==> src/hdl/acs_pkg.sv <==
package acs_pkg;
   // Register map
   localparam int         NREG        = 8;
   localparam int         REG_W       = 9;
   localparam logic [3:0] COLPAR_ADDR = 4'h6;
   localparam logic [3:0] STATUS_ADDR = 4'h7;
   localparam logic [8:0] CFG_RESET   = 9'h000;
   localparam logic [8:0] STATUS_RESET = 9'h001;
   localparam logic [8:0] SRST_KEEP   = 9'h003;
   localparam int         ROW_PAR_BIT = 0;
   // Status fields
   localparam int ST_CHX    = 6;
   localparam int ST_AGC    = 5;
   localparam int ST_CHAN_X_WOKE  = 2;
   localparam int ST_ALARM  = 1;
   localparam int ST_PERR   = 0;
   // Serial frame layout, most significant bit first
   localparam int         FRAME_BITS = 16;
   localparam logic [4:0] FRAME_LEN  = 5'h10;
   localparam logic [4:0] CNT_MAX    = 5'h1f;
   localparam int         CMD_LSB    = 13;
   localparam int         ADDR_LSB   = 9;
   localparam logic [6:0] READ_PAD   = 7'h00;
   // Command codes
   localparam logic [2:0] CMD_CLAMP_ON  = 3'h0;
   localparam logic [2:0] CMD_CLAMP_OFF = 3'h1;
   localparam logic [2:0] CMD_SLEEP     = 3'h2;
   localparam logic [2:0] CMD_PRES_ON   = 3'h3;
   localparam logic [2:0] CMD_PRES_OFF  = 3'h4;
   localparam logic [2:0] CMD_SOFT_RST  = 3'h5;
   localparam logic [2:0] CMD_READ      = 3'h6;
   localparam logic [2:0] CMD_WRITE     = 3'h7;

   typedef struct packed {
      logic [2:0]                  cs_s;
      logic [2:0]                  sck_s;
      logic [1:0]                  sdi_s;
      logic [1:0][2:0]             act_s;
      logic [1:0][2:0]             wake_s;
      logic [1:0]                  agc_s;
      logic [1:0]                  alarm_s;
      logic [1:0]                  mode_s;
      logic [FRAME_BITS-1:0]       shift;
      logic [4:0]                  nbits;
      logic [FRAME_BITS-1:0]       out_sh;
      logic                        sdo;
      logic [NREG-2:0][REG_W-1:0]  cfg;
      logic [REG_W-1:0]            status;
      logic                        sleep;
      logic                        clamp;
      logic                        agc_pres;
      logic                        srst;
   } acs_state_t;
endpackage

==> src/hdl/acs_regs.sv <==
// Behaviour
// Eight registers in all, including column parity and status registers.
// All registers but status read/write over the serial port; status is read-only.
// Bit 0 of each non-status register makes its ones count odd.
// Status is nine bits: activity, gain control, wake causes, alarm, parity.
// Gain control active bit sets while gain control is active.
// Each channel wake bit sets when that channel wakes the front end.
// After power-on, status bits 8..1 read zero, parity error reads one.
// Reading the status register clears the alarm bit only.
// Sleep command leaves every status bit unchanged.
// Executed soft reset clears bits 8..2, keeps alarm and parity error.
// Soft reset outside active mode is ignored, except that it still wakes the front end from sleep.
// Any command but sleep wakes the front end from sleep.
// Parity error bit tracks live row and column odd-parity checks.
`timescale 1ns/1ps
`default_nettype none
module acs_regs
   import acs_pkg::*;
(
   input  wire logic                     clk_sys,
   input  wire logic                     reset_n,
   input  wire logic                     spi_cs_n,
   input  wire logic                     spi_sck,
   input  wire logic                     spi_sdi,
   output logic                          spi_sdo,
   input  wire logic [2:0]               chan_active,
   input  wire logic [2:0]               chan_woke,
   input  wire logic                     gain_ctrl_active,
   input  wire logic                     alarm_timeout,
   input  wire logic                     front_end_active,
   output logic                          sleep_mode,
   output logic                          clamp_on,
   output logic                          agc_preserve,
   output logic                          soft_reset_pulse,
   output logic [(NREG-1)*REG_W-1:0]     cfg_regs,
   output logic [REG_W-1:0]              front_end_status
);
   // Field positions below assume this exact bank shape
   if (NREG != 8 || REG_W != 9) begin : g_shape_chk
      $error("Register bank must be eight registers of nine bits");
   end

   ////////////////////////////////////////////////////////////////////////////
   // Parity checker, shared by logic and checks
   function automatic logic par_fail(input logic [NREG-2:0][REG_W-1:0] c);
      logic f;
      logic col;
      f = 1'b0;
      for (int r = 0; r < NREG-1; r++) begin
         if (!(^c[r])) begin
            f = 1'b1;
         end
      end
      // Column zero holds the row parity bits, so it is not checked
      for (int b = 1; b < REG_W; b++) begin
         col = 1'b0;
         for (int r = 0; r < NREG-1; r++) begin
            col = col ^ c[r][b];
         end
         if (!col) begin
            f = 1'b1;
         end
      end
      return f;
   endfunction

   acs_state_t q;
   acs_state_t d;
   logic       perr;
   logic       frame_done;
   logic [2:0] cmd_w;
   logic [3:0] addr_w;
   logic [8:0] data_w;
   logic       evt_any;

   assign perr       = par_fail(q.cfg);
   // Commands only act on a complete frame; short or long frames drop
   assign frame_done = q.cs_s[1] & ~q.cs_s[2] & (q.nbits == FRAME_LEN);
   assign cmd_w      = q.shift[FRAME_BITS-1:CMD_LSB];
   assign addr_w     = q.shift[CMD_LSB-1:ADDR_LSB];
   assign data_w     = q.shift[ADDR_LSB-1:0];
   assign evt_any    = (|q.act_s[1]) | (|q.wake_s[1]) | q.agc_s[1] | q.alarm_s[1];

   ////////////////////////////////////////////////////////////////////////////
   // Next state
   always_comb begin
      logic sck_rise;
      logic sck_fall;
      logic cs_fall;
      logic [8:0] rdata;
      sck_rise = q.sck_s[1] & ~q.sck_s[2];
      sck_fall = ~q.sck_s[1] & q.sck_s[2];
      cs_fall  = ~q.cs_s[1] & q.cs_s[2];
      rdata    = 9'h000;
      d        = q;
      d.srst   = 1'b0;
      // Pins cross in through two flops before anything looks at them
      d.cs_s    = {q.cs_s[1:0], spi_cs_n};
      d.sck_s   = {q.sck_s[1:0], spi_sck};
      d.sdi_s   = {q.sdi_s[0], spi_sdi};
      d.act_s   = {q.act_s[0], chan_active};
      d.wake_s  = {q.wake_s[0], chan_woke};
      d.agc_s   = {q.agc_s[0], gain_ctrl_active};
      d.alarm_s = {q.alarm_s[0], alarm_timeout};
      d.mode_s  = {q.mode_s[0], front_end_active};
      if (cs_fall) begin
         d.nbits = 5'h00;
         d.sdo   = q.out_sh[FRAME_BITS-1];
      end else if (!q.cs_s[1]) begin
         if (sck_rise) begin
            d.shift = {q.shift[FRAME_BITS-2:0], q.sdi_s[1]};
            if (q.nbits != CNT_MAX) begin
               d.nbits = q.nbits + 5'h01;
            end
         end
         if (sck_fall) begin
            d.out_sh = {q.out_sh[FRAME_BITS-2:0], 1'b0};
            d.sdo    = q.out_sh[FRAME_BITS-2];
         end
      end
      if (frame_done) begin
         if (q.sleep && cmd_w != CMD_SLEEP) begin
            d.sleep = 1'b0;
         end
         unique case (cmd_w)
            CMD_CLAMP_ON:  d.clamp = 1'b1;
            CMD_CLAMP_OFF: d.clamp = 1'b0;
            CMD_SLEEP:     d.sleep = 1'b1;
            CMD_PRES_ON:   d.agc_pres = 1'b1;
            CMD_PRES_OFF:  d.agc_pres = 1'b0;
            CMD_SOFT_RST: begin
               // Standby or sleep: no pulse and no status clear, though a sleeping front end still wakes
               if (q.mode_s[1]) begin
                  d.srst     = 1'b1;
                  d.agc_pres = 1'b0;
                  d.status   = q.status & SRST_KEEP;
               end
            end
            CMD_READ: begin
               if (addr_w == STATUS_ADDR) begin
                  rdata = q.status;
                  d.status[ST_ALARM] = 1'b0;
               end else if (addr_w < STATUS_ADDR) begin
                  rdata = q.cfg[addr_w[2:0]];
               end
               // Read data leaves on the following frame
               d.out_sh = {READ_PAD, rdata};
            end
            CMD_WRITE: begin
               // Status address and holes swallow the write
               if (addr_w < STATUS_ADDR) begin
                  d.cfg[addr_w[2:0]] = data_w;
               end
            end
         endcase
      end
      // Sets applied last so an event never loses to a clear
      for (int i = 0; i < 3; i++) begin
         if (q.act_s[1][i]) begin
            d.status[ST_CHX+i] = 1'b1;
         end
         if (q.wake_s[1][i]) begin
            d.status[ST_CHAN_X_WOKE+i] = 1'b1;
         end
      end
      if (q.agc_s[1]) begin
         d.status[ST_AGC] = 1'b1;
      end
      if (q.alarm_s[1]) begin
         d.status[ST_ALARM] = 1'b1;
      end
      d.status[ST_PERR] = perr;
   end

   always_ff @(posedge clk_sys or negedge reset_n) begin
      if (!reset_n) begin
         q        <= '0;
         q.cs_s   <= 3'h7;
         q.cfg    <= {(NREG-1){CFG_RESET}};
         q.status <= STATUS_RESET;
      end else begin
         q <= d;
      end
   end

   assign spi_sdo          = q.sdo;
   assign sleep_mode       = q.sleep;
   assign clamp_on         = q.clamp;
   assign agc_preserve     = q.agc_pres;
   assign soft_reset_pulse = q.srst;
   assign cfg_regs         = q.cfg;
   assign front_end_status = q.status;
endmodule
`default_nettype wire

==> config.mk <==
export PLATFORM = sky130hd
export DESIGN_NAME = acs_regs
export DESIGN_NICKNAME = d
export VERILOG_FILES = /design/src/hdl/acs_pkg.sv /design/src/hdl/acs_regs.sv
export SDC_FILE = /design/constraint.sdc
export NUM_CORES = 1
export LEC_CHECK = 0
export BUFFER_PORTS_ARGS = -buffer_cell sky130_fd_sc_hd__buf_4
export CORE_ASPECT_RATIO = 1.1
export CORE_MARGIN = 4
export CORE_UTILIZATION = 38
export DETAILED_ROUTE_END_ITERATION = 8
export PLACE_DENSITY = 0.59
export RECOVER_POWER = 50
export SYNTH_ARGS = -nofsm -noshare
export SYNTH_HDL_FRONTEND = slang
export SYNTH_SLANG_ARGS = --single-unit
==> constraint.sdc <==
create_clock -name clk_sys -period 2.55 [get_ports clk_sys]
set_clock_uncertainty 0.1 [all_clocks]
set_input_delay 0.1275 -clock clk_sys [delete_from_list [all_inputs] [get_ports clk_sys]]
set_output_delay 0.1275 -clock clk_sys [all_outputs]
set_load 0.01 [all_outputs]
# Word level (Yosys, flattened, before mapping)
# Cells that the tools add are included.
# op_classes
addsub,1
order_cmp,3
n_eq_ne,14
n_mux,51
bitwise,58
n_reduce_logical,55
# op_table
op,count
63-bit bitwise mux,1
9-bit XOR reduction,7
2-bit nonzero test,29
16-bit 2-to-1 mux,3
1-bit XOR,48
9-bit 2-to-1 mux,5
3-bit AND reduction,11
1-bit 2-to-1 mux,29
9-bit binary-select mux with 3-bit select,1
9-bit demux with 3-bit select,1
22-bit 2-to-1 mux,1
17-bit 2-to-1 mux,1
5-bit 2-to-1 mux,3
13-bit 2-to-1 mux,1
3-bit == test (second input constant),4
7-bit 2-to-1 mux,1
3-bit by 2-bit == test with 1-bit output (second input constant),2
2-bit AND reduction,3
5-bit by 1-bit adder with 5-bit output (second input constant),1
1-bit AND,5
5-bit == test (second input constant),1
5-bit inequality test (second input constant),1
1-bit inverter,5
4-bit by 3-bit == test with 1-bit output (second input constant),1
14 further kinds,17
# totals
reg_bits,140
inputBits,14
out_inout_bits,77
elab_cells,216

# Depth between registers and ports, before layout
# Gate-level depths: netlist of run 1.
# logic_depth
ltp_word,16
ltp_mapped,9
mapped_depth_nobuf,7

# Worst setup path before layout of run 1
# Ideal clock, no wire load.
# synth_timing
path_type,reg-to-reg
start,register q[93] in the netlist's numbering
end,register q (netlist bit cfg_regs[18])
setup_time_ns,0.125
arrival_ns,1.844
required_time_ns,2.325
slack_ns,0.481
stages_incl_launch_ff,9
n_path_buf,1
period_less_slack_ns,2.069
path_cell_list,dfrtp_1 inv_1 ha_1 nand4b_1 nor3_2 nand4b_4 nor3b_1 buf_4 mux2_2
# synth_between
elab_chain_cells,3
# synth_rtl
element,line,source
from (decl),acs_regs.sv:67,acs_state_t q;
5-bit == test,acs_regs.sv:78,assign frame_done = q.cs_s[1] & ~q.cs_s[2] & (q.nbits == FRAME_LEN);
1-bit AND,acs_regs.sv:78,
3-bit AND reduction (no source line),n/a,
# Every way passes these cells.
# A chain may end at the register's enable or synchronous reset.

# Worst setup path in the final report of run 1
# layout_timing
start,register q (netlist bit addr_w[0])
end,register q (netlist bit cfg_regs[50])
# layout_between
elab_chain_cells,5
word_cells_on_any_way,8
cone_classes,order compare: 3; mux: 3; reduce/logical: 2
# layout_rtl
element,line,source
3-bit by 4-bit less-than comparator with 1-bit output (not written as such) / 3-bit by 1-bit greater-or-equal comparator with 1-bit output (equally long branches),acs_regs.sv:152,d.cfg[addr_w[2:0]] = data_w;
1-bit logical AND (not written as such),acs_regs.sv:152,
9-bit 2-to-1 mux (not written as such),acs_regs.sv:152,
9-bit demux with 3-bit select,acs_regs.sv:152,
63-bit bitwise mux,acs_regs.sv:152,
# Parallel ways exist; a longest one is shown, timed or not.

==> metrics.csv, run 1 <==
stage;metric;value;unit
status;status;complete, but fails checks;
status;failing checks;capacitance limit, slew limit;
cells_and_area;FF+latch area;3510;µm²
placed_design;RePlAce Congestion;0.838;
power_and_ir_drop;PwrDens;606;nW/µm²
clock_tree;CTS sink count;140;
logic_synthesis;syn avg cell area;12.3;µm²
cells_and_area;Area Growth Syn to Fin;15.4;%
worst_setup_path;crit path launch type;register;
cells_and_area;Multi-input gate area;3210;µm²
routing;Iter 0 DRT Violations;231;
routing;DRT Wirelength;17900;µm
clock_tree;Root Buffer;clkbuf_16;
sta;f_max;409;MHz
logic_synthesis;most area-hungry cell type in the Yosys netlist;dfrtp_1;
worst_setup_path;slowest stage delay, CP;660;ps
logic_synthesis;syn_nets;618;
cells_and_area;post-route cell area;8520;µm²
logic_synthesis;ys flop type;dfrtp_1;
clock_tree;Clock Path Buffers;2;
grt;first-pass GRT wire length;28800;µm
worst_setup_path;critical path class;reg2reg;
grt;GRT Util Overall;0.173;
clock_tree;Max H-tree Level;4;
placed_design;I/O Buffers;90;
routing;drt wl/cell;19.7;µm
logic_synthesis;sequential fraction of the synthesis area;0.475;
grt;largest net degree at the start of global routing;63;
logic_synthesis;post-synth top area share;0.461;
logic_synthesis;Post-synth ARST share;1.00;
worst_setup_path;CP endpoint kind;register;
power_and_ir_drop;Max VDD drop;0.478;mV
routing;vias after detailed routing;4697;
cells_and_area;number of diodes;0;
sta;worst slew pin tran;1530;ps
worst_setup_path;worst endpoint required time;2750;ps
routing;antenna violation net count after detailed routing;0;
cells_and_area;most frequent cells in the layout;dfrtp_1, mux2_2, xnor2_1;
floorplan;die width;141;µm
sta;final period utilization;0.959;
floorplan;Ports;91;
floorplan;initial cell density of the core;0.386;
sta;Slew Viols, Final;62;
logic_synthesis;distinct cell type count after synthesis;52;
logic_synthesis;top post-synthesis cells by area;dfrtp_1, mux2_2, xnor2_1;
floorplan;die area;21700;µm²
sta;Min Clock Period, post-route;2440;ps
routing;vias per std cell;5.16;
logic_synthesis;YS warnings;0;
cells_and_area;layout net count;667;
power_and_ir_drop;static leakage;3.86;nW
floorplan;total core area;19100;µm²
routing;drt drc;0;
logic_synthesis;Mapped Area;7380;µm²
placed_design;DP Wirelength;12700;µm
floorplan;FP Rows;53;
worst_setup_path;Critical Path Fanout Max;26;
run;max capacitance violation total;1;
worst_setup_path;Cell Chain, Critical Path;buf_4 > nor2b_1 > nand2_2 > mux2_2;
hold_path;hold depth;0;
clock_tree;Post-CTS Setup Inserts;0;
logic_synthesis;Seq cells post-synth;140;
sta;max_slew headroom;-0.0229;
clock_tree;clock buffer count from CTS;17;
grt;initial antenna violation count;0;
sta;setup violators final;0;
clock_tree;CTS tree;built;
sta;Hold Violations, Final;0;
floorplan;die height;154;µm
cells_and_area;Finished Core Util;0.446;
placed_design;Placed Area;7900;µm²
cells_and_area;share of cells above drive strength 1;0.305;
worst_setup_path;crit path DAT;2650;ps
grt;GR Overflow Total;0;
routing;TritonRoute pass-1 iters;6;
hold_path;HP Class;reg2reg;
cells_and_area;commonest non-fill, non-tap cell in the layout;dfrtp_1;
logic_synthesis;Syn Inst Count;601;
grt;vias in the first global route;4914;
worst_setup_path;Worst R2R Path Depth;4;
cells_and_area;# fillers;1792;
clock_tree;Clk pin slew, worst setup/hold paths;60;ps
worst_setup_path;crit path max-delay cell type;nor2b_1;
sta;minimum hold slack;248;ps
logic_synthesis;Post-synth EDFFs;0;
clock_tree;clock latency on the worst-skew pair;420;ps
## cell type report
class                           instances  share of cell area
Timing Repair Buffer                  123              0.0981
Tap cell                              247              0.0363
Clock buffer                           21              0.0552
Sequential cell                       140               0.412
Inverter                                4             0.00176
Clock inverter                         11              0.0194
Multi-Input combinational cell        364               0.377
## worst max-delay path, delay by kind of cell, from the launching register on
kind                   cells  cell delay, ps
DFF                        1             410
and+or+nand+nor            2            1070
muxes                      1             390
buffers and inverters      1             350
## final timing paths
| path | from | end | slack (ps) |
|---|---|---|---|
| min in group asynchronous | reset_n | q[97] | 530 |
| worst max register to register | addr_w[0] | cfg_regs[50] | 110 |
| worst min-delay path | d[119] | q[119] | 250 |
| worst max-delay path | addr_w[0] | cfg_regs[50] | 110 |
| worst min register to register | d[119] | q[119] | 250 |
| max in group asynchronous | reset_n | cfg_regs[2] | 670 |
## registers in the layout, indices dropped and copies added (netlist names)
register	cells
addr_w	4
soft_reset_pulse	1
d	14
clamp_on	1
spi_sdo	1
cmd_w	3
agc_preserve	1
q	33
cfg_regs	63
front_end_status	9
sleep_mode	1
data_w	9
## per-stage QoR
| step | setup WS (ps) | setup TNS [ps] | instances | power [mW] |
|---|---|---|---|---|
| 2_1_floorplan | 481 | 0 | 601 | 2.42 |
| 3_3_place_gp | 180 | 0 | 865 | 2.54 |
| 3_5_place_dp | 141 | 0 | 865 | 2.55 |
| 4_1_cts | 127 | 0 | 910 | 5.22 |
| 5_1_grt | -6.00 | -12.6 | 910 | 5.35 |
| 6_report | 106 | 0 | 910 | 5.16 |
## kinds of logic after synthesis
family,Yosys count,synth area share
xor gates and xnor gates,91,0.134
AOI/OAI and AO/OA,70,0.0641
and+or+nand+nor,100,0.0766
adders and majority gates,3,0.00509
DFF,140,0.475
buffers and inverters,97,0.0899
muxes,100,0.155
## cells in the mapped netlist, types with 5 or more instances
cell type / n
and3_1: 5
and2_1: 8
a21oi_1: 12
xnor3_1: 14
buf_4: 75
xor2_1: 11
clkbuf_1: 7
dfrtp_1: 136
o21ai_0: 10
nor2_1: 11
nand2_1: 36
xnor2_1: 66
a21o_1: 8
o211ai_1: 6
a211oi_1: 12
mux2i_1: 14
mux2_2: 82
buf_2: 8
a31oi_1: 9
nor2b_1: 6
## power by group
group          internal [mW]  switching, mW  leakage [nW]
Clock                   1.71          0.933         0.313
Combinational         0.0678         0.0778          1.70
Sequential              2.28         0.0924          1.84
Total                   4.06           1.10          3.86
## routing by layer
layer	global-route usage	vias to the layer above	wire, µm
li1	-	2129	-
met1	0.227	2401	7680
met2	0.285	136	9040
met3	0.0367	31	848
met4	0.0577	0	359
met5	0	-	0
## timing repair
action,CTS,global route
endpoints found under the setup margin,0,12
hold buffers,13,0
endpoints found under the hold margin,72,0
gates resized for setup,0,1
No activity file was read; power rests on OpenSTA's default activity.
==> inputs of run 2 (changes only) <==
CTS_BUF_LIST = sky130_fd_sc_hd__clkbuf_2   (was unset)
RECOVER_POWER = 100   (was 50)
==> metrics.csv, run 2 (synthesis results as in run 1) <==
stage;metric;value;unit
grt;largest net degree at the start of global routing;58;
routing;TritonRoute pass-1 iters;6;
sta;Min Clock Period, post-route;2420;ps
worst_setup_path;Critical Path Fanout Max;26;
clock_tree;CTS tree;built;
floorplan;die height;154;µm
clock_tree;Clock Path Buffers;2;
sta;Slew Viols, Final;0;
clock_tree;Root Buffer;clkbuf_2;
routing;vias per std cell;5.09;
cells_and_area;commonest non-fill, non-tap cell in the layout;dfrtp_1;
clock_tree;CTS sink count;140;
worst_setup_path;Worst Setup EP;cfg_regs[47];
routing;Iter 0 DRT Violations;221;
cells_and_area;share of cells above drive strength 1;0.236;
worst_setup_path;crit path DAT;2910;ps
floorplan;total core area;19100;µm²
cells_and_area;# fillers;1877;
cells_and_area;FF+latch area;3510;µm²
power_and_ir_drop;Max VDD drop;0.379;mV
clock_tree;clock latency on the worst-skew pair;700;ps
floorplan;Ports;91;
worst_setup_path;Worst R2R Path Depth;4;
cells_and_area;most frequent cells in the layout;dfrtp_1, mux2_2, clkbuf_1;
routing;vias after detailed routing;4707;
sta;unrepaired setup endpoints after global routing;no;
placed_design;RePlAce Congestion;0.838;
routing;DRT Wirelength;18100;µm
sta;f_max;414;MHz
floorplan;FP Rows;53;
grt;vias in the first global route;4975;
status;status;finished clean;
clock_tree;Clk pin slew, worst setup/hold paths;200;ps
routing;antenna violation net count after detailed routing;0;
clock_tree;clock buffer count from CTS;17;
clock_tree;Max H-tree Level;4;
sta;setup violators final;0;
cells_and_area;layout net count;681;
sta;Hold Violations, Final;0;
sta;worst slew pin tran;1280;ps
worst_setup_path;critical path launch point;addr_w[0];
routing;drt drc;0;
grt;GR Overflow Total;0;
worst_setup_path;critical path class;reg2reg;
placed_design;I/O Buffers;90;
power_and_ir_drop;static leakage;3.59;nW
worst_setup_path;R2R setup slack;130;ps
cells_and_area;max FFs per register;63;
worst_setup_path;Reg2Reg Launch Point;addr_w[0];
hold_path;HP Class;reg2reg;
floorplan;initial cell density of the core;0.386;
grt;first-pass GRT wire length;29000;µm
grt;initial antenna violation count;1;
sta;max_slew headroom;0.145;
sta;Final TNS setup;0;ps
worst_setup_path;CP endpoint kind;register;
cells_and_area;Finished Core Util;0.426;
cells_and_area;Multi-input gate area;3210;µm²
sta;final period utilization;0.948;
floorplan;die area;21700;µm²
grt;GRT Util Overall;0.173;
floorplan;die width;141;µm
run;max capacitance violation total;0;
power_and_ir_drop;PwrDens;489;nW/µm²
placed_design;DP Wirelength;12700;µm
worst_setup_path;crit path launch type;register;
cells_and_area;Area Growth Syn to Fin;10.3;%
routing;drt wl/cell;19.6;µm
worst_setup_path;Reg2Reg Capture Point;cfg_regs[47];
worst_setup_path;worst endpoint required time;3040;ps
[run 2: cell types whose count changed in the layout (fill, tap and decap cells not counted), moves of 13 or more]
cell | previous run | this run
buf_4 | 57 | 15
clkbuf_16 | 17 | 0
dlygate4sd3_1 | 13 | 26
clkbuf_2 | 1 | 22
clkbuf_1 | 39 | 77
[run 2: power by group]
group          switching [mW]  internal [mW]  total [mW]
clock                   0.812          0.636        1.45
sequential             0.0924           2.28        2.37
combinational          0.0791         0.0806       0.160
total                   0.983           3.00        3.98
[run 2: how the worst min path moves through the flow]
stage | start | endpoint | slack [ps] | cells past startpoint
floorplan | reset_n | addr_w[0] | -270 | 0
global placement | reset_n | d[136] | 30 | 1
detailed placement | reset_n | d[136] | 50 | 1
CTS | d[124] | q[124] | 270 | 0
global route | d[124] | q[124] | 250 | 0
finish | d[124] | q[124] | 260 | 0
[run 2: area by class of cell]
cell class              instances  area share
flip-flops and latches        140       0.431
multi-input cells             364       0.395
repair buffers                137       0.101
well taps                     247      0.0380
clock inverters                14      0.0217
clock buffers                  18      0.0111
inverters                       4     0.00185
diodes                          1    0.000308
[run 2: critical path: stages, from the launching register on]
cell and delay (ps):
dfrtp_1 460, buf_4 350, nor2b_1 640, nand2_2 400
mux2_2 370
[run 2: routing by layer]
| metal | track usage | up-vias | part of all wire |
|---|---|---|---|
| met5 | 0 | - | 0 |
| met3 | 0.0392 | 25 | 0.056 |
| li1 | - | 2157 | - |
| met4 | 0.0457 | 0 | 0.017 |
| met1 | 0.228 | 2381 | 0.42 |
| met2 | 0.290 | 144 | 0.50 |
[run 2: timing repair]
action / CTS / global route
endpoints found under the setup margin: 0 / 1
endpoints found under the hold margin: 151 / 0
hold buffers: 27 / 0
setup buffers: 0 / 0
resized for setup: 0 / 1
[run 2: per-stage QoR]
stage               total power [mW]  instances  hold WS, ps  instance area, µm²  setup slack (ps)
finish                          3.98        925          264                8140               132
global route                    4.17        925          254                8140              28.6
CTS                             4.04        924          266                8450               113
detailed placement              2.55        865         48.7                7900               141
global placement                2.54        865         32.2                7900               180
floorplan                       2.42        601         -268                7380               481
==> inputs of run 3 (changes only) <==
ABC_AREA = 1   (was unset)
==> metrics.csv, run 3 <==
stage;metric;value;unit
status;status;finished clean;
routing;DRT Wirelength;20600;µm
cells_and_area;Finished Layout Cells;1330;
sta;setup slack after layout;331;ps
clock_tree;clock latency on the worst-skew pair;740;ps
logic_synthesis;post-synth top area share;0.437;
worst_setup_path;Reg2Reg Launch Point;q[93];
worst_setup_path;Critical Path Fanout Max;18;
sta;Final TNS setup;0;ps
hold_path;Worst Hold End;q[117];
cells_and_area;most frequent cells in the layout;nand2_1, dfrtp_1, inv_1;
sta;Slew Viols, Final;0;
sta;Min Clock Period, post-route;2220;ps
routing;antenna violation net count after detailed routing;0;
worst_setup_path;Reg2Reg Capture Point;q[79];
sta;unrepaired setup endpoints after global routing;no;
routing;drt wl/cell;15.5;µm
clock_tree;Clock Path Buffers;2;
cells_and_area;layout net count;1081;
clock_tree;Clk pin slew, worst setup/hold paths;200;ps
cells_and_area;Area Growth Syn to Fin;7.48;%
logic_synthesis;Mapped Area;7780;µm²
grt;GRT Util Overall;0.191;
hold_path;HP Class;reg2reg;
logic_synthesis;most area-hungry cell type in the Yosys netlist;dfrtp_1;
logic_synthesis;sequential fraction of the synthesis area;0.451;
worst_setup_path;Worst R2R Path Depth;10;
worst_setup_path;R2R setup slack;330;ps
clock_tree;clock buffer count from CTS;17;
power_and_ir_drop;static leakage;3.98;nW
routing;Iter 0 DRT Violations;488;
worst_setup_path;critical path class;reg2reg;
logic_synthesis;syn avg cell area;7.64;µm²
floorplan;Ports;91;
floorplan;FP Rows;54;
clock_tree;Root Buffer;clkbuf_2;
grt;first-pass GRT wire length;33800;µm
grt;GR Overflow Total;0;
routing;vias per std cell;4.88;
logic_synthesis;distinct cell type count after synthesis;39;
logic_synthesis;Syn Inst Count;1018;
sta;Hold Violations, Final;0;
placed_design;Cells after DPL;1270;
hold_path;hold depth;0;
worst_setup_path;crit path launch type;register;
routing;TritonRoute pass-1 iters;5;
cells_and_area;share of cells above drive strength 1;0.0594;
cells_and_area;commonest non-fill, non-tap cell in the layout;nand2_1;
placed_design;RePlAce Congestion;0.881;
logic_synthesis;Seq cells post-synth;140;
floorplan;die area;22800;µm²
sta;f_max;451;MHz
clock_tree;CTS tree;built;
placed_design;Place WS;370;ps
cells_and_area;Finished Core Util;0.418;
sta;max_slew headroom;0.0406;
placed_design;I/O Buffers;90;
sta;setup violators final;0;
power_and_ir_drop;PwrDens;465;nW/µm²
routing;vias after detailed routing;6497;
hold_path;Hold Startpoint;d[117];
sta;worst slew pin tran;1440;ps
floorplan;die height;158;µm
logic_synthesis;Post-synth top cells;nand2_1, dfrtp_1, inv_1;
floorplan;initial cell density of the core;0.389;
logic_synthesis;Post-synth ARST share;1.00;
cells_and_area;max FFs per register;63;
grt;initial antenna violation count;1;
logic_synthesis;syn_nets;1035;
clock_tree;CTS sink count;140;
power_and_ir_drop;Max VDD drop;0.294;mV
logic_synthesis;Post-synth EDFFs;0;
logic_synthesis;top post-synthesis cells by area;dfrtp_1, nand2_1, buf_4;
floorplan;die width;144;µm
clock_tree;Post-CTS Resized;0;
floorplan;total core area;20000;µm²
logic_synthesis;YS warnings;0;
logic_synthesis;ys flop type;dfrtp_1;
routing;drt drc;0;
grt;vias in the first global route;6256;
placed_design;DP Wirelength;15100;µm
worst_setup_path;crit path DAT;2730;ps
logic_synthesis;most frequent cell after synthesis;nand2_1;
sta;final period utilization;0.870;
grt;largest net degree at the start of global routing;60;
run;max capacitance violation total;0;
worst_setup_path;worst endpoint required time;3060;ps
worst_setup_path;CP endpoint kind;register;
clock_tree;Max H-tree Level;4;
## run 3: cell type report
type / instances / area (µm²)
Multi-Input combinational cell: 657 / 3150
Clock buffer: 17 / 85.1
Sequential cell: 140 / 3510
Timing Repair Buffer: 129 / 724
Fill cell: 2142 / 11600
Inverter: 119 / 447
Tap cell: 252 / 315
Clock inverter: 15 / 135
Antenna cell: 1 / 2.50
## run 3: metal layers
layer  wire length (µm)  global-route usage  up-vias
li1                   -                   -     3241
met3               1260              0.0426       26
met1               9680               0.271     3048
met2               9250               0.291      182
met5                  0                   0        -
met4                381              0.0609        0
## run 3: repair_timing
item                                    4_1_cts  5_1_grt
setup buffers                                 0        0
hold buffers                                 27        0
endpoints found under the setup margin        0        0
endpoints found under the hold margin       151        0
## run 3: critical path, stage by stage, from the launching register on
cell and delay (ps):
dfrtp_1 440, inv_1 80, ha_1 140, nand2_1 50
nor3_1 130, nand3_1 110, buf_4 170, nor2_2 100
clkinv_1 390, a21oi_1 300, a21oi_1 100
## run 3: cells by family (layout without fill, tap and decap cells)
group / after synthesis / count (layout) / synth area share
other: 0 / 1 / 0
buffers and inverters: 221 / 280 / 0.145
and+or+nand+nor: 452 / 452 / 0.238
xor gates and xnor gates: 41 / 41 / 0.0461
muxes: 1 / 1 / 0.00145
adders and majority gates: 3 / 3 / 0.00482
DFF: 140 / 140 / 0.451
AOI/OAI and AO/OA: 160 / 160 / 0.113
## run 3: stage by stage
stage | total power [mW] | hold slack (ps) | cell area [µm²]
floorplan | 2.50 | -268 | 7780
global placement | 2.65 | 53.2 | 8200
detailed placement | 2.66 | 54.7 | 8200
CTS | 3.96 | 277 | 8710
global route | 4.09 | 288 | 8360
finish | 3.89 | 277 | 8360
## run 3: how the worst max path moves through the flow
stage / from / to / slack (ps) / depth (start not counted)
2_1_floorplan: q[93] / cfg_regs[58] / 440 / 12
3_5_place_dp: q[93] / q[79] / 370 / 10
4_1_cts: q[93] / q[79] / 320 / 10
5_1_grt: reset_n / cfg_regs[44] / 30 / 4
3_3_place_gp: q[93] / q[78] / 460 / 10
6_report: q[93] / q[79] / 330 / 10
## run 3: power by group
part | switching (mW) | internal, mW | leakage [nW] | total, mW
combinational | 0.183 | 0.0909 | 2.05 | 0.274
clock | 0.892 | 0.367 | 0.128 | 1.26
sequential | 0.0435 | 2.31 | 1.81 | 2.36
